===== config.mk =====
export PLATFORM = sky130hd
export DESIGN_NAME = system_pll_config_status
export DESIGN_NICKNAME = d
export VERILOG_FILES = /design/src/rtl/sys_pll_pkg.sv /design/src/rtl/system_pll_config_status.sv
export SDC_FILE = /design/constraint.sdc
export NUM_CORES = 1
export LEC_CHECK = 0
export ABC_CLOCK_PERIOD_IN_PS = 10150
export BUFFER_PORTS_ARGS = -buffer_cell sky130_fd_sc_hd__buf_4
export CAP_MARGIN = 20
export CORE_MARGIN = 2
export CORE_UTILIZATION = 40
export DETAILED_ROUTE_END_ITERATION = 8
export GPL_ROUTABILITY_DRIVEN = 0
export PLACE_DENSITY = 0.63
export SYNTH_ARGS = -nofsm -noshare
export SYNTH_HDL_FRONTEND = slang
export SYNTH_SLANG_ARGS = --single-unit
export TNS_END_PERCENT = 10

===== constraint.sdc =====
create_clock -name ref_clk_i -period 10.15 [get_ports ref_clk_i]
set_clock_uncertainty 0.05 [all_clocks]
set_input_delay 1.015 -clock ref_clk_i [delete_from_list [all_inputs] [get_ports ref_clk_i]]
set_output_delay 1.015 -clock ref_clk_i [all_outputs]
set_load 0.02 [all_outputs]

===== src/rtl/sys_pll_pkg.sv =====
// Constants and types for the system PLL configuration and status block
package sys_pll_pkg;

    // Register port
    localparam int ADDR_W = 8;
    localparam int DATA_W = 32;

    // Register byte offsets, fixed across every variant of the family
    localparam logic [7:0] REG_CTRL = 8'h00;
    localparam logic [7:0] REG_FREQ_M_LO = 8'h04;
    localparam logic [7:0] REG_FREQ_M_HI = 8'h08;
    localparam logic [7:0] REG_FREQ_N = 8'h0c;
    localparam logic [7:0] REG_STATUS = 8'h10;
    localparam logic [7:0] REG_IRQ_STATUS = 8'h14;
    localparam logic [7:0] REG_IRQ_MASK = 8'h18;
    localparam logic [7:0] REG_GPIO_CFG = 8'h1c;

    // Control field layout: doubler select and feedback divider
    localparam int CTRL_DBL_BIT = 0;
    localparam int CTRL_DIV_LSB = 1;
    localparam int CTRL_DIV_W = 10;
    localparam int CTRL_W = 16;

    // Frequency word widths
    localparam int FREQ_M_W = 48;
    localparam int FREQ_N_W = 16;

    // Feedback divider limits and reset values
    localparam logic [9:0] FB_DIV_MIN = 10'h06c;
    localparam logic [9:0] FB_DIV_MAX = 10'h22c;
    localparam logic [9:0] FB_DIV_RST = 10'h10e;
    localparam logic DBL_RST = 1'b0;
    localparam logic [47:0] FREQ_M_RST = 48'h0000_0000_0000;
    localparam logic [15:0] FREQ_N_RST = 16'h0001;

    // Status bit positions
    localparam int ST_LOCKED = 0;
    localparam int ST_LOL = 1;
    localparam int ST_BOOT_DONE = 2;
    localparam int ST_SRC_LSB = 4;
    localparam int ST_XTAL = 6;

    // Boot source codes
    localparam logic [1:0] SRC_DEFAULT = 2'h0;
    localparam logic [1:0] SRC_OTP = 2'h1;
    localparam logic [1:0] SRC_EEPROM = 2'h2;

    // Interrupt bits
    localparam int IRQ_W = 4;
    localparam int IRQ_LOL = 0;
    localparam int IRQ_LOCK = 1;
    localparam int IRQ_BOOT = 2;
    localparam int IRQ_REJECT = 3;

    // GPIO configuration bits
    localparam int GPIO_EN_BIT = 0;
    localparam int GPIO_INV_BIT = 1;

    // Lock window around the expected loop control level
    localparam logic [7:0] LOCK_MARGIN = 8'h10;
    localparam logic [7:0] DBL_MARGIN = 8'h08;

    // Timing
    localparam int CLK_MHZ = 10;
    localparam int LOCK_QUAL_NS = 10000;
    localparam int LOCK_QUAL_CYC = (LOCK_QUAL_NS * CLK_MHZ + 999) / 1000;
    localparam int EE_HALF_NS = 500;
    localparam int EE_HALF_CYC = (EE_HALF_NS * CLK_MHZ + 999) / 1000;
    localparam int SETTLE_CYC = 3;

    // Serial EEPROM image: signature byte then control field
    localparam int EE_BITS = 24;
    localparam logic [7:0] EE_SIG = 8'ha5;

    typedef enum logic [3:0] {
        BOOT_SETTLE = 4'b0001,
        BOOT_SELECT = 4'b0010,
        BOOT_EEPROM = 4'b0100,
        BOOT_DONE = 4'b1000
    } boot_state_t;

endpackage : sys_pll_pkg


===== src/rtl/system_pll_config_status.sv =====
// System PLL configuration, boot load, lock detect and alarm logic
//
// Notes on behaviour
// - Frequencies are held as 48-bit numerator over 16-bit denominator.
// - A control bit selects crystal direct or through the doubler.
// - Feedback divider accepts 108 to 556; other values are refused.
// - At reset the control field loads from OTP or EEPROM if valid.
// - After boot the host may rewrite PLL configuration at any time.
// - Lock is judged from loop level against limits derived from config.
// - Loss-of-lock alarm is readable in status and routable to a GPIO.
// - Register offsets are fixed, matching all family variants.
// - PLL runs only while the crystal input is present.
`timescale 1ns/10ps
module system_pll_config_status (
    input wire logic ref_clk_i,
    input wire logic reset_i,
    input wire logic [7:0] reg_addr_i,
    input wire logic [31:0] reg_wdata_i,
    input wire logic reg_wr_i,
    input wire logic reg_rd_i,
    output logic [31:0] reg_rdata_o,
    output logic irq_o,
    input wire logic xtal_present_i,
    input wire logic otp_enable_i,
    input wire logic otp_valid_i,
    input wire logic [15:0] otp_ctrl_i,
    input wire logic eeprom_enable_i,
    input wire logic eeprom_sdi_i,
    output logic eeprom_cs_n_o,
    output logic eeprom_sclk_o,
    input wire logic [7:0] loop_ctrl_level_i,
    output logic pll_enable_o,
    output logic pll_doubler_en_o,
    output logic [9:0] pll_fb_div_o,
    output logic gpio_o,
    output logic gpio_oe_o,
    output logic boot_done_o
);

    localparam int SYNC_W = 29;

    function automatic logic fb_div_ok(input logic [9:0] div);
        fb_div_ok = (div >= sys_pll_pkg::FB_DIV_MIN) &&
                    (div <= sys_pll_pkg::FB_DIV_MAX);
    endfunction : fb_div_ok

    function automatic logic [9:0] ctrl_div(input logic [15:0] word);
        ctrl_div = word[sys_pll_pkg::CTRL_DIV_LSB +: sys_pll_pkg::CTRL_DIV_W];
    endfunction : ctrl_div

    // Synchronisers for every pin input except the register port and reset
    logic [SYNC_W-1:0] sync_a;
    logic [SYNC_W-1:0] sync_b;
    logic xtal_s;
    logic otp_en_s;
    logic otp_valid_s;
    logic [15:0] otp_ctrl_s;
    logic ee_en_s;
    logic sdi_s;
    logic [7:0] level_s;

    // Loop level is a slow analog reading; bit skew here is tolerated
    // because lock needs many consecutive in-window samples anyway.
    always_ff @(posedge ref_clk_i or posedge reset_i) begin
        if (reset_i) begin
            sync_a <= '0;
            sync_b <= '0;
        end else begin
            sync_a <= {xtal_present_i, otp_enable_i, otp_valid_i, otp_ctrl_i,
                       eeprom_enable_i, eeprom_sdi_i, loop_ctrl_level_i};
            sync_b <= sync_a;
        end
    end

    assign xtal_s = sync_b[28];
    assign otp_en_s = sync_b[27];
    assign otp_valid_s = sync_b[26];
    assign otp_ctrl_s = sync_b[25:10];
    assign ee_en_s = sync_b[9];
    assign sdi_s = sync_b[8];
    assign level_s = sync_b[7:0];

    // Boot loader
    sys_pll_pkg::boot_state_t state;
    logic [3:0] wait_cnt;
    logic [4:0] bit_cnt;
    logic [22:0] shift;
    logic boot_load;
    logic [15:0] boot_word;
    logic [1:0] boot_src;
    logic boot_pulse;
    logic [15:0] ee_word;

    assign ee_word = {shift[14:0], sdi_s};

    always_ff @(posedge ref_clk_i or posedge reset_i) begin
        if (reset_i) begin
            state <= sys_pll_pkg::BOOT_SETTLE;
            wait_cnt <= '0;
            bit_cnt <= '0;
            shift <= '0;
            boot_load <= 1'b0;
            boot_word <= '0;
            boot_src <= sys_pll_pkg::SRC_DEFAULT;
            boot_pulse <= 1'b0;
            eeprom_cs_n_o <= 1'b1;
            eeprom_sclk_o <= 1'b0;
        end else begin
            boot_load <= 1'b0;
            boot_pulse <= 1'b0;
            unique case (state)
                sys_pll_pkg::BOOT_SETTLE: begin
                    // Straps pass the synchronisers before they are trusted
                    if (wait_cnt == 4'(sys_pll_pkg::SETTLE_CYC - 1)) begin
                        wait_cnt <= '0;
                        state <= sys_pll_pkg::BOOT_SELECT;
                    end else begin
                        wait_cnt <= wait_cnt + 4'h1;
                    end
                end
                sys_pll_pkg::BOOT_SELECT: begin
                    if (otp_en_s && otp_valid_s &&
                        fb_div_ok(ctrl_div(otp_ctrl_s))) begin
                        boot_load <= 1'b1;
                        boot_word <= otp_ctrl_s;
                        boot_src <= sys_pll_pkg::SRC_OTP;
                        boot_pulse <= 1'b1;
                        state <= sys_pll_pkg::BOOT_DONE;
                    end else if (ee_en_s) begin
                        eeprom_cs_n_o <= 1'b0;
                        state <= sys_pll_pkg::BOOT_EEPROM;
                    end else begin
                        boot_pulse <= 1'b1;
                        state <= sys_pll_pkg::BOOT_DONE;
                    end
                end
                sys_pll_pkg::BOOT_EEPROM: begin
                    if (wait_cnt == 4'(sys_pll_pkg::EE_HALF_CYC - 1)) begin
                        wait_cnt <= '0;
                        eeprom_sclk_o <= ~eeprom_sclk_o;
                        // Sample at the end of the high phase, well after
                        // the synchroniser delay of the data pin
                        if (eeprom_sclk_o) begin
                            shift <= {shift[21:0], sdi_s};
                            if (bit_cnt == 5'(sys_pll_pkg::EE_BITS - 1)) begin
                                eeprom_cs_n_o <= 1'b1;
                                boot_pulse <= 1'b1;
                                state <= sys_pll_pkg::BOOT_DONE;
                                if (shift[22:15] == sys_pll_pkg::EE_SIG &&
                                    fb_div_ok(ctrl_div(ee_word))) begin
                                    boot_load <= 1'b1;
                                    boot_word <= ee_word;
                                    boot_src <= sys_pll_pkg::SRC_EEPROM;
                                end
                            end else begin
                                bit_cnt <= bit_cnt + 5'h01;
                            end
                        end
                    end else begin
                        wait_cnt <= wait_cnt + 4'h1;
                    end
                end
                sys_pll_pkg::BOOT_DONE: begin
                    eeprom_sclk_o <= 1'b0;
                end
                default: begin
                    state <= sys_pll_pkg::BOOT_SETTLE;
                end
            endcase
        end
    end

    // Done only once the loaded field is in place, so no host write is lost
    assign boot_done_o = (state == sys_pll_pkg::BOOT_DONE) && !boot_load;

    // Register access decode
    logic wr_ctrl;
    logic host_ok;
    logic [9:0] new_div;
    logic reject;

    // Control and frequency writes before the boot load ends would race the loader, so drop them
    assign host_ok = boot_done_o && !boot_load;
    assign wr_ctrl = reg_wr_i && host_ok &&
                     (reg_addr_i == sys_pll_pkg::REG_CTRL);
    assign new_div = reg_wdata_i[sys_pll_pkg::CTRL_DIV_LSB +:
                                 sys_pll_pkg::CTRL_DIV_W];
    assign reject = wr_ctrl && !fb_div_ok(new_div);

    // PLL control field
    always_ff @(posedge ref_clk_i or posedge reset_i) begin
        if (reset_i) begin
            pll_doubler_en_o <= sys_pll_pkg::DBL_RST;
            pll_fb_div_o <= sys_pll_pkg::FB_DIV_RST;
        end else if (boot_load) begin
            pll_doubler_en_o <= boot_word[sys_pll_pkg::CTRL_DBL_BIT];
            pll_fb_div_o <= ctrl_div(boot_word);
        end else if (wr_ctrl && !reject) begin
            pll_doubler_en_o <= reg_wdata_i[sys_pll_pkg::CTRL_DBL_BIT];
            pll_fb_div_o <= new_div;
        end
    end

    // Frequency word, numerator over denominator
    logic [47:0] freq_m;
    logic [15:0] freq_n;

    always_ff @(posedge ref_clk_i or posedge reset_i) begin
        if (reset_i) begin
            freq_m <= sys_pll_pkg::FREQ_M_RST;
            freq_n <= sys_pll_pkg::FREQ_N_RST;
        end else if (reg_wr_i && host_ok) begin
            if (reg_addr_i == sys_pll_pkg::REG_FREQ_M_LO) begin
                freq_m[31:0] <= reg_wdata_i;
            end
            if (reg_addr_i == sys_pll_pkg::REG_FREQ_M_HI) begin
                freq_m[47:32] <= reg_wdata_i[15:0];
            end
            // A zero denominator has no meaning and is kept out
            if (reg_addr_i == sys_pll_pkg::REG_FREQ_N &&
                reg_wdata_i[15:0] != 16'h0000) begin
                freq_n <= reg_wdata_i[15:0];
            end
        end
    end

    // Lock detection
    logic [8:0] centre;
    logic [8:0] margin;
    logic [8:0] lim_lo;
    logic [8:0] lim_hi;
    logic in_window;
    logic [7:0] qual_cnt;
    logic locked;
    logic locked_q;
    logic relock;

    assign pll_enable_o = xtal_s && boot_done_o;
    assign centre = {1'b0, pll_fb_div_o[9:2]};
    assign margin = {1'b0, sys_pll_pkg::LOCK_MARGIN} +
                    (pll_doubler_en_o ? {1'b0, sys_pll_pkg::DBL_MARGIN}
                                      : 9'h000);
    assign lim_lo = (centre > margin) ? centre - margin : 9'h000;
    assign lim_hi = centre + margin;
    assign in_window = ({1'b0, level_s} >= lim_lo) &&
                       ({1'b0, level_s} <= lim_hi);
    assign relock = boot_load || (wr_ctrl && !reject);

    always_ff @(posedge ref_clk_i or posedge reset_i) begin
        if (reset_i) begin
            qual_cnt <= '0;
            locked <= 1'b0;
        end else if (!pll_enable_o || !in_window || relock) begin
            qual_cnt <= '0;
            locked <= 1'b0;
        end else if (qual_cnt == 8'(sys_pll_pkg::LOCK_QUAL_CYC - 1)) begin
            locked <= 1'b1;
        end else begin
            qual_cnt <= qual_cnt + 8'h01;
        end
    end

    always_ff @(posedge ref_clk_i or posedge reset_i) begin
        if (reset_i) begin
            locked_q <= 1'b0;
        end else begin
            locked_q <= locked;
        end
    end

    // Interrupts
    logic [3:0] irq_status;
    logic [3:0] irq_mask;
    logic [3:0] irq_set;
    logic [3:0] irq_clr;

    assign irq_set[sys_pll_pkg::IRQ_LOL] = locked_q && !locked;
    assign irq_set[sys_pll_pkg::IRQ_LOCK] = !locked_q && locked;
    assign irq_set[sys_pll_pkg::IRQ_BOOT] = boot_pulse;
    assign irq_set[sys_pll_pkg::IRQ_REJECT] = reject;
    assign irq_clr = (reg_wr_i && reg_addr_i == sys_pll_pkg::REG_IRQ_STATUS)
                     ? reg_wdata_i[3:0] : 4'h0;

    // Set wins over a clear in the same cycle
    always_ff @(posedge ref_clk_i or posedge reset_i) begin
        if (reset_i) begin
            irq_status <= '0;
        end else begin
            irq_status <= irq_set | (irq_status & ~irq_clr);
        end
    end

    always_ff @(posedge ref_clk_i or posedge reset_i) begin
        if (reset_i) begin
            irq_mask <= '0;
        end else if (reg_wr_i && reg_addr_i == sys_pll_pkg::REG_IRQ_MASK) begin
            irq_mask <= reg_wdata_i[3:0];
        end
    end

    assign irq_o = |(irq_status & irq_mask);

    // GPIO alarm routing
    logic [1:0] gpio_cfg;

    always_ff @(posedge ref_clk_i or posedge reset_i) begin
        if (reset_i) begin
            gpio_cfg <= '0;
        end else if (reg_wr_i && reg_addr_i == sys_pll_pkg::REG_GPIO_CFG) begin
            gpio_cfg <= reg_wdata_i[1:0];
        end
    end

    // Follows the live lock state, so no acknowledge is needed
    always_ff @(posedge ref_clk_i or posedge reset_i) begin
        if (reset_i) begin
            gpio_o <= 1'b0;
        end else begin
            gpio_o <= !locked ^ gpio_cfg[sys_pll_pkg::GPIO_INV_BIT];
        end
    end

    assign gpio_oe_o = gpio_cfg[sys_pll_pkg::GPIO_EN_BIT];

    // Read data, valid only in the cycle after the strobe
    logic [31:0] status_word;

    always_comb begin
        status_word = '0;
        status_word[sys_pll_pkg::ST_LOCKED] = locked;
        status_word[sys_pll_pkg::ST_LOL] = !locked;
        status_word[sys_pll_pkg::ST_BOOT_DONE] = boot_done_o;
        status_word[sys_pll_pkg::ST_SRC_LSB +: 2] = boot_src;
        status_word[sys_pll_pkg::ST_XTAL] = xtal_s;
    end

    always_ff @(posedge ref_clk_i or posedge reset_i) begin
        if (reset_i) begin
            reg_rdata_o <= '0;
        end else if (reg_rd_i) begin
            unique case (reg_addr_i)
                sys_pll_pkg::REG_CTRL:
                    reg_rdata_o <= {21'h0, pll_fb_div_o,
                                    pll_doubler_en_o};
                sys_pll_pkg::REG_FREQ_M_LO:
                    reg_rdata_o <= freq_m[31:0];
                sys_pll_pkg::REG_FREQ_M_HI:
                    reg_rdata_o <= {16'h0000, freq_m[47:32]};
                sys_pll_pkg::REG_FREQ_N:
                    reg_rdata_o <= {16'h0000, freq_n};
                sys_pll_pkg::REG_STATUS:
                    reg_rdata_o <= status_word;
                sys_pll_pkg::REG_IRQ_STATUS:
                    reg_rdata_o <= {28'h0000000, irq_status};
                sys_pll_pkg::REG_IRQ_MASK:
                    reg_rdata_o <= {28'h0000000, irq_mask};
                sys_pll_pkg::REG_GPIO_CFG:
                    reg_rdata_o <= {30'h0, gpio_cfg};
                default:
                    reg_rdata_o <= '0;
            endcase
        end else begin
            reg_rdata_o <= '0;
        end
    end

endmodule : system_pll_config_status


==> flow_summary_export.csv, run 1 <==
group,metric,value,unit
die,die_y,160,um
grt,antenna_found_initial,0,
min_path,hold_start,"sync_a[26]",
die,core,24100,um^2
die,dieArea,25600,um^2
synth,synthSimpleGateAreaFrac,11.1,%
cells_and_area,diodes,0,
sta,drv_slew,0,
cells_and_area,multiInputGateArea,3770,um^2
clock_network,cts_setup_buffers,0,
synth,avgSynthCellArea,12.7,um^2
setup_path,start_kind,"register",
sta,tns,0,ps
die,io_pins,123,
die,initial_core_util,40.4,%
clock_network,cts_tree,"built",
setup_path,required,10450,ps
clock_network,clockBufferDepth,3,
grt,overflow,0,
synth,synthXorXnorAreaFrac,1.53,%
cells_and_area,final_util,49.0,%
clock_network,post_cts_resized,0,
clock_network,clk_latency,510,ps
detailed_routing,viasPerCell,5.22,
detailed_routing,drt_iter0_drc,511,
setup_path,max_stage_delay,650,ps
synth,yosysWarnings,0,
setup_path,critPathMostFrequentCell,"nand2_1",
grt,grt_pass1_wl,34700,um
power_and_ir_drop,power,2.39,mW
synth,synth_most_common_cell,"dfrtp_1",
synth,synth-seq-area-share,58.9,%
min_path,hold_class,"reg -> reg",
cells_and_area,stdcell_area,11800,um^2
detailed_routing,route.detailed.drc,0,
setup_path,path_class,"reg -> reg",
synth,syn-num-nets,867,
setup_path,cp-end-kind,"register",
synth,netlist_area,9750,um^2
setup_path,arrival,3610,ps
cells_and_area,num-nets-final,984,
clock_network,ctsHtreeMaxLevel,1,
cells_and_area,drive_above_1_share,30.4,%
power_and_ir_drop,power_leakage,5.70,nW
grt,grt_pass1_vias,6383,
synth,synthMuxAreaShare,13.8,%
place,hpwl,14500,um
setup_path,startpoint,"pll_fb_div_o[5]",
sta,fin_crit,3310,ps
grt,grt_max_degree,99,
synth,synth_enable_flop_cells,0,
synth,yosysTopAreaCell,"dfrtp_1",
synth,synth_fa_ha_area_share,3.21,%
status,outcome,"finished, final reports clean",
synth,synthArstFlopShare,100,%
clock_network,root_buffer,"clkbuf_16",
synth,ys_seq_elements,229,
cells_and_area,fillers,2182,
synth,synthTopCellsByArea,"dfrtp_1 (57%), mux2_2 (8.8%), nand2_1 (3.4%)",
synth,synth_top_family_by_area,"multiplexers",
cells_and_area,syn_to_final_growth,21.1,%
sta,fmax,302,MHz
clock_network,cts_hold_buf,0,
sta,rsz0062_at_grt,"no",
power_and_ir_drop,powerDensity,203,nW/um^2
power_and_ir_drop,vdd_drop_max,148,uV
synth,synthFlopType,"dfrtp_1",
sta,fin_hold_ws,294,ps
job,cap_viol_max_count,0,
clock_network,cts_made_buffers,25,
detailed_routing,vias,6413,
sta,finalCritPeriodShare,32.6,%
place,port_buffers,117,
sta,slew-limit-headroom,38.7,%
clock_network,clk_pin_slew,60,ps
cells_and_area,regArea,5740,um^2
synth,synth-compound-area-share,9.06,%
grt,grt_use_total,16.6,%
setup_path,timing.rr.start,"pll_fb_div_o[5]",
setup_path,crit_slowest_cell,"a31oi_1",
die,dieWidth,160,um
sta,setup_violations,0,
synth,synth_cell_type_count,73,
sta,hold_viol_final,0,
sta,tightest_slew,917,ps
synth,synthTopCellsByCount,"dfrtp_1 (222), nand2_1 (89), mux2_2 (76)",
detailed_routing,wire_per_inst,17.2,um
setup_path,path_cells,"inv_1 > ha_1 > nand2_1 > o41ai_1 > nand2_1 > nand2_1 > ha_1 > a211oi_1 > o21ai_0 > a31oi_1 > nor4_1",
synth,netlist.area_leader.share,57.0,%
place,post_dp_cell_area,10900,um^2
die,rows,57,
synth,netlist_instances,769,
detailed_routing,ant_nets,0,
setup_path,cp_max_fo,9,
detailed_routing,wirelength,21100,um
clock_network,cts.sinks,229,
detailed_routing,dr.pass1.iters,5,
==> metal layers <==
metal | share of wire, % | vias up | track usage [%] | routed length [um]
li1 | - | 3019 | - | -
met1 | 46 | 3163 | 23.5 | 9610
met2 | 46 | 195 | 26.2 | 9710
met3 | 6.0 | 36 | 3.25 | 1260
met4 | 2.5 | 0 | 4.50 | 529
met5 | 0 | - | 0 | 0
==> power breakdown <==
part / switching [mW] / leakage (nW) / internal [mW] / total, mW
logic: 0.223 / 2.28 / 0.186 / 0.409
clock network: 0.350 / 0.413 / 0.566 / 0.916
registers: 0.0892 / 3.01 / 0.978 / 1.07
total: 0.662 / 5.70 / 1.73 / 2.39
==> final cells by class <==
cell class              instances  area share, %
repair buffers                125           8.18
clock buffers                  35           6.04
multi-input cells             487           31.9
inverters                      18          0.636
flip-flops and latches        229           48.6
well taps                     324           3.43
clock inverters                10           1.17
==> registers in the layout, summed over array words and instances (netlist names), 5 cells and up <==
register / cells
shift: 23
freq_m: 48
sync_b: 24
boot_word: 11
pll_fb_div_o: 10
qual_cnt: 8
freq_n: 16
bit_cnt: 5
reg_rdata_o: 32
sync_a: 24
==> worst paths after layout <==
path	slack, ps	to	cells after the start
setup / recovery	6840	qual_cnt[3]	11
hold / removal	290	sync_b[26]	0
setup reg to reg	6840	qual_cnt[3]	11
hold reg to reg	290	sync_b[26]	0
max in group asynchronous	8150	boot_src[1]	3
min in group asynchronous	580	sync_a[4]	2
==> metrics by stage <==
step	std cells	worst slack (ps)
CTS	1227	6830
detailed placement	1182	6350
floorplan	769	2820
finish	1228	6840
global placement	1180	6190
global route	1228	6530
==> worst max-delay path: cells and delay by family, from the launching register on <==
family | cells | cell delay [ps]
buf+inv | 1 | 80
fa+ha+maj | 2 | 550
compound gates | 4 | 1440
flops | 1 | 470
simple gates | 4 | 560
==> cells in the final DEF, fill, tap and decap left out, types with 3 or more instances in the layout <==
master     synthesis  layout
a21o_1             6       6
a21oi_1           25      25
a222oi_1          11      11
a22oi_1           17      17
a31oi_1            3       3
a41oi_1            3       3
and2_1            19      19
and3_1             4       4
buf_4              2     123
bufinv_16          0       3
clkbuf_1          16       5
clkbuf_16          0      25
clkbuf_8           0       5
clkinv_2           0       3
dfrtp_1          222     222
dfstp_2            7       7
ha_1              25      25
inv_1             18      17
mux2_1            22      22
mux2_2            76      76
mux2_4             8       8
mux2i_1           12      12
nand2_1           89      89
nand2b_1           4       4
nand3_1            7       7
nand4_1            8       8
nor2_1            14      14
nor3_1            13      13
nor4_1            12      12
o21ai_0           28      28
o31ai_1            6       6
or3_1              3       3
or4_1              3       3
xnor2_1           10      10
xor2_1             7       7
==> cell families (layout without fill, tap and decap cells) <==
family,Yosys count,after routing
DFF,229,229
and+or+nand+nor,201,201
AOI/OAI and AO/OA,126,126
buffers and inverters,53,188
muxes,118,118
xor gates and xnor gates,17,17
adders and majority gates,25,25
Power figures use the tool's default switching activity.
==> run 2: changes to the inputs <==
Settings changed: ABC_CLOCK_PERIOD_IN_PS 10150 to 2840, PLACE_DENSITY 0.63 to 0.65.
Clock period 10.15 ns to 2.84 ns, I/O delays scaled along.
==> run 2 against run 1 <==
Sequential share of layout area down 2.9 points. Cell count grew 5.9%. Combinational power grew to 4.3 times the previous value. Setup slack lost 6700 ps. Via count up 4.7%. Clock power rose to 3.8 times the previous value. Register-to-register slack got worse by 6700 ps. Sequential cell count stayed put. Largest power group unchanged.
==> flow_summary_export.csv, run 2 (synthesis results as in run 1) <==
group,metric,value,unit
status,outcome,"finished, final reports clean",
sta,setup_violations,0,
setup_path,critPathMostFrequentCell,"ha_1",
cells_and_area,max_flop_register,"freq_m",
power_and_ir_drop,vdd_drop_max,362,uV
cells_and_area,reg_top3,"freq_m: 48 flops, reg_rdata_o: 32 flops",
place,hpwl,14900,um
sta,fin_crit,2710,ps
power_and_ir_drop,powerDensity,716,nW/um^2
setup_path,crit_slowest_cell,"dfrtp_1",
setup_path,timing.rr.start,"pll_doubler_en_o",
setup_path,required,3190,ps
clock_network,clk_latency,510,ps
clock_network,cts_tree,"built",
die,core,24100,um^2
detailed_routing,wirelength,21900,um
setup_path,path_cells,"ha_1 > nand2_1 > o41ai_4 > a21oi_1 > ha_1 > nand2b_1 > a211oi_2 > o21ai_0 > a31oi_1 > buf_4 > nor4_1",
grt,antenna_found_initial,0,
min_path,hold_class,"in -> reg",
job,cap_viol_max_count,0,
detailed_routing,drt_iter0_drc,488,
grt,grt_max_degree,82,
setup_path,cp_max_fo,9,
cells_and_area,final_common_cell,"dfrtp_1",
cells_and_area,final_util,52.1,%
detailed_routing,ant_nets,0,
power_and_ir_drop,power,8.99,mW
clock_network,root_buffer,"clkbuf_16",
cells_and_area,largest_register_ffs,48,
detailed_routing,viasPerCell,5.16,
cells_and_area,num-nets-final,1056,
grt,grt_pass1_vias,6706,
cells_and_area,syn_to_final_growth,28.7,%
sta,fmax,369,MHz
detailed_routing,vias,6714,
min_path,hold_start,"reg_wdata_i[4]",
die,dieArea,25600,um^2
die,dieWidth,160,um
die,io_pins,123,
place,port_buffers,117,
setup_path,max_stage_delay,430,ps
cells_and_area,drive_above_1_share,30.9,%
clock_network,cts.sinks,229,
setup_path,path_class,"reg -> reg",
clock_network,cts_made_buffers,25,
clock_network,clk_pin_slew,60,ps
die,initial_core_util,40.4,%
sta,hold_viol_final,0,
grt,overflow,0,
die,die_y,160,um
sta,tightest_slew,606,ps
detailed_routing,dr.pass1.iters,5,
setup_path,arrival,3050,ps
setup_path,cp-end-kind,"register",
grt,grt_use_total,17.1,%
min_path,worstHoldEndpoint,"freq_m[4]",
sta,finalCritPeriodShare,95.3,%
detailed_routing,wire_per_inst,16.8,um
cells_and_area,final_cell_mix,"dfrtp_1 (222), buf_4 (145), nand2_1 (89)",
sta,drv_slew,0,
setup_path,rrSetupSlack,130,ps
power_and_ir_drop,power_leakage,6.05,nW
sta,slew-limit-headroom,58.6,%
die,rows,57,
clock_network,ctsHtreeMaxLevel,1,
setup_path,reg2reg_depth,11,
setup_path,r2r_end,"qual_cnt[3]",
grt,grt_pass1_wl,35400,um
clock_network,cts_setup_buffers,0,
min_path,hold_depth,2,
clock_network,clockBufferDepth,3,
detailed_routing,route.detailed.drc,0,
cells_and_area,diodes,0,
setup_path,start_kind,"register",
run 2: cell count changes in the layout (fill, tap and decap cells not counted), moves of 3 or more:
cell / change
clkinvlp_4: +3
buf_4: +22
buf_12: +3
dlygate4sd3_1: +49
run 2: final cells by class:
cell class,instances,area [um^2]
repair buffers,197,1640
well taps,324,405
inverters,18,71.3
multi-input cells,487,3790
clock buffers,31,678
fillers,2120,11600
clock inverters,14,220
flip-flops and latches,229,5740
run 2: how the worst max path moves through the flow:
stage / depth (start not counted) / end / start / slack, ps
after detailed placement: 11 / qual_cnt[3] / pll_doubler_en_o / 8
after global routing: 11 / qual_cnt[6] / pll_doubler_en_o / -50
after global placement: 11 / qual_cnt[4] / pll_doubler_en_o / 60
after floorplan: 1 / bit_cnt[0] / reset_i / -480
final: 11 / qual_cnt[3] / pll_doubler_en_o / 130
after CTS: 11 / qual_cnt[3] / pll_doubler_en_o / 140
run 2: through the flow:
step,cell area (um^2),TNS [ps],setup slack [ps],cells,hold slack (ps)
2_1_floorplan,9750,-107070,-482,769,265
3_3_place_gp,11100,0,63.8,1206,283
3_5_place_dp,11100,0,8.32,1206,285
4_1_cts,12500,0,139,1300,8.74
5_1_grt,12500,-376,-51.4,1300,14.3
6_report,12500,0,133,1300,25.7
run 2: timing repair:
action                                  in CTS  in global routing
endpoints found under the setup margin       9                  9
hold endpoints to repair                    78                  0
gates resized for setup                      1                  2
hold buffers                                49                  0
run 2: critical path: cells and delay by family, from the launching register on:
family          cells  cell delay [ps]
fa+ha+maj           2              630
simple gates        3              310
buf+inv             1              190
flops               1              430
compound gates      5              980
run 2: routing by layer:
metal | vias to the layer above | share of wire [%] | wire length [um] | track usage (%)
met3 | 41 | 6.7 | 1470 | 3.79
met4 | 0 | 2.4 | 515 | 4.83
met1 | 3299 | 45 | 9750 | 23.6
met2 | 210 | 46 | 10100 | 27.2
met5 | - | 0 | 0 | 0
li1 | 3164 | - | - | -
run 2: report_power, final:
part	internal (mW)	switching [mW]
clock network	2.16	1.32
logic	0.806	0.963
registers	3.50	0.242
==> run 3: changes to the inputs <==
Settings changed: CORE_UTILIZATION 40 to 52, PLACE_DENSITY 0.65 to 0.8, SLEW_MARGIN set to 20.
==> run 3 against run 2 <==
Sequential cell count did not move. Register-to-register slack gained 60 ps. Cell count down 6.9%. Sequential share of layout area up 0.51 points. Critical path type unchanged. Critical endpoint is now qual_cnt[7]. Largest cell class unchanged.
==> flow_summary_export.csv, run 3 (synthesis results as in run 1) <==
group,metric,value,unit
setup_path,timing.rr.start,"pll_doubler_en_o",
setup_path,rrSetupSlack,190,ps
grt,overflow,0,
sta,fmax,378,MHz
power_and_ir_drop,vdd_drop_max,683,uV
clock_network,root_buffer,"clkbuf_16",
clock_network,clockBufferDepth,3,
cells_and_area,syn_to_final_growth,27.3,%
sta,fin_hold_ws,19.3,ps
grt,grt_pass1_wl,35900,um
sta,drv_slew,0,
place,post_dp_cell_area,11100,um^2
setup_path,path_class,"reg -> reg",
cells_and_area,final_cell_count_no_fill,1210,
setup_path,crit_path_end,"qual_cnt[7]",
power_and_ir_drop,switchingPower,2.44,mW
detailed_routing,drt_iter0_drc,465,
cells_and_area,fillers,1293,
sta,layout_setup_ws,194,ps
place,pre_cts_ws,-45.3,ps
power_and_ir_drop,power_leakage,6.04,nW
grt,grt_use_total,22.4,%
setup_path,r2r_end,"qual_cnt[7]",
cells_and_area,reg_top3,"freq_m: 48 flops, reg_rdata_o: 32 flops",
clock_network,clk_latency,510,ps
place,port_buffers,117,
cells_and_area,final_cell_mix,"dfrtp_1 (222), buf_4 (147), nand2_1 (89)",
setup_path,required,3170,ps
cells_and_area,num-nets-final,1057,
cells_and_area,largest_register_ffs,48,
die,io_pins,123,
setup_path,reg2reg_depth,11,
setup_path,arrival,2980,ps
setup_path,cp-end-kind,"register",
detailed_routing,viasPerCell,5.70,
cells_and_area,stdcell_area,12400,um^2
detailed_routing,vias,6903,
min_path,hold_class,"in -> reg",
power_and_ir_drop,seq_power_share,42.7,%
power_and_ir_drop,power_frac_comb,20.4,%
cells_and_area,drive_above_1_share,30.9,%
power_and_ir_drop,powerDensity,706,nW/um^2
die,rows,50,
sta,setup_violations,0,
die,die_y,141,um
grt,grt_max_degree,55,
clock_network,ctsHtreeMaxLevel,1,
detailed_routing,dr.pass1.iters,5,
job,cap_viol_max_count,0,
setup_path,startpoint,"pll_doubler_en_o",
detailed_routing,ant_nets,0,
power_and_ir_drop,internal_power,6.32,mW
sta,hold_viol_final,0,
clock_network,cts_tree,"built",
detailed_routing,wire_per_inst,18.3,um
status,outcome,"finished, final reports clean",
detailed_routing,wirelength,22200,um
sta,tightest_slew,758,ps
power_and_ir_drop,pwr-share-clk,36.9,%
place,numPlacedInstances,1118,
detailed_routing,route.detailed.drc,0,
grt,grt_pass1_vias,6939,
cells_and_area,diodes,0,
power_and_ir_drop,switching_share,27.8,%
sta,slew-limit-headroom,49.3,%
clock_network,cts.sinks,229,
cells_and_area,final_common_cell,"dfrtp_1",
die,dieWidth,141,um
place,hpwl,14700,um
clock_network,cts_made_buffers,24,
grt,antenna_found_initial,0,
sta,rsz0062_at_grt,"no",
setup_path,cp_max_fo,9,
die,core,18600,um^2
die,dieArea,19900,um^2
clock_network,clk_pin_slew,60,ps
sta,fin_crit,2650,ps
die,initial_core_util,52.5,%
setup_path,start_kind,"register",
sta,finalCritPeriodShare,93.2,%
cells_and_area,max_flop_register,"freq_m",
## run 3: changes by cell type in the layout (fill, tap and decap cells not counted), moves of 2 or more
| cell | change |
|---|---|
| clkinvlp_4 | -4 |
| clkbuf_8 | +2 |
| buf_4 | +2 |
| bufinv_16 | -2 |
| clkbuf_1 | +3 |
| ha_1 | -2 |
## run 3: metal layers
layer | up-vias | global-route usage [%] | part of all wire, %
li1 | 3159 | - | -
met1 | 3494 | 29.6 | 43
met2 | 203 | 39.2 | 50
met3 | 47 | 3.36 | 4.7
met4 | 0 | 6.00 | 2.5
met5 | - | 0 | 0
## run 3: what timing repair did
| item | in CTS | in global routing |
|---|---|---|
| gates resized for setup | 1 | 4 |
| hold buffers | 48 | 0 |
| setup endpoints to repair | 9 | 9 |
| endpoints found under the hold margin | 78 | 0 |
| buffers inserted | 0 | 1 |
## run 3: worst min path at each step
stage                          from          to  cells after the start
2_1_floorplan  loop_ctrl_level_i[0]   sync_a[0]                      0
3_3_place_gp             sync_a[18]  sync_b[18]                      0
3_5_place_dp             sync_a[12]  sync_b[12]                      0
4_1_cts              reg_wdata_i[8]   freq_n[8]                      2
5_1_grt              reg_wdata_i[8]   freq_n[8]                      2
6_report             reg_wdata_i[8]   freq_n[8]                      2
## run 3: worst max-delay path, stage by stage, from the launching register on
cell,delay (ps)
dfrtp_1,450
ha_4,310
nand2_1,80
o41ai_4,270
nand2_1,190
buf_4,180
nand2_1,50
ha_1,230
a211o_1,290
a31oi_1,140
buf_4,200
nor4_1,60
## run 3: layout make-up
| type | instances | area [um^2] | area share [%] |
|---|---|---|---|
| flip-flops and latches | 229 | 5740 | 46.2 |
| multi-input cells | 487 | 3810 | 30.7 |
| repair buffers | 199 | 1660 | 13.4 |
| clock buffers | 36 | 717 | 5.78 |
| well taps | 234 | 293 | 2.36 |
| clock inverters | 7 | 114 | 0.918 |
| inverters | 18 | 71.3 | 0.575 |
## run 3: stage by stage
stage,TNS [ps],util (%),power (mW)
final,0,66.8,8.76
after floorplan,-107070,-,4.80
after detailed placement,-344,59.5,5.43
after global placement,0,59.5,5.35
after CTS,0,66.6,8.75
after global routing,0,66.8,9.17
## run 3: power groups by stage
stage                     logic (mW)  clock network, mW  registers, mW
after floorplan                 1.01                  0           3.79
after global placement          1.58                  0           3.77
after detailed placement        1.65                  0           3.78
after CTS                       1.73               3.30           3.72
after global routing            1.98               3.43           3.76
final                           1.79               3.24           3.74
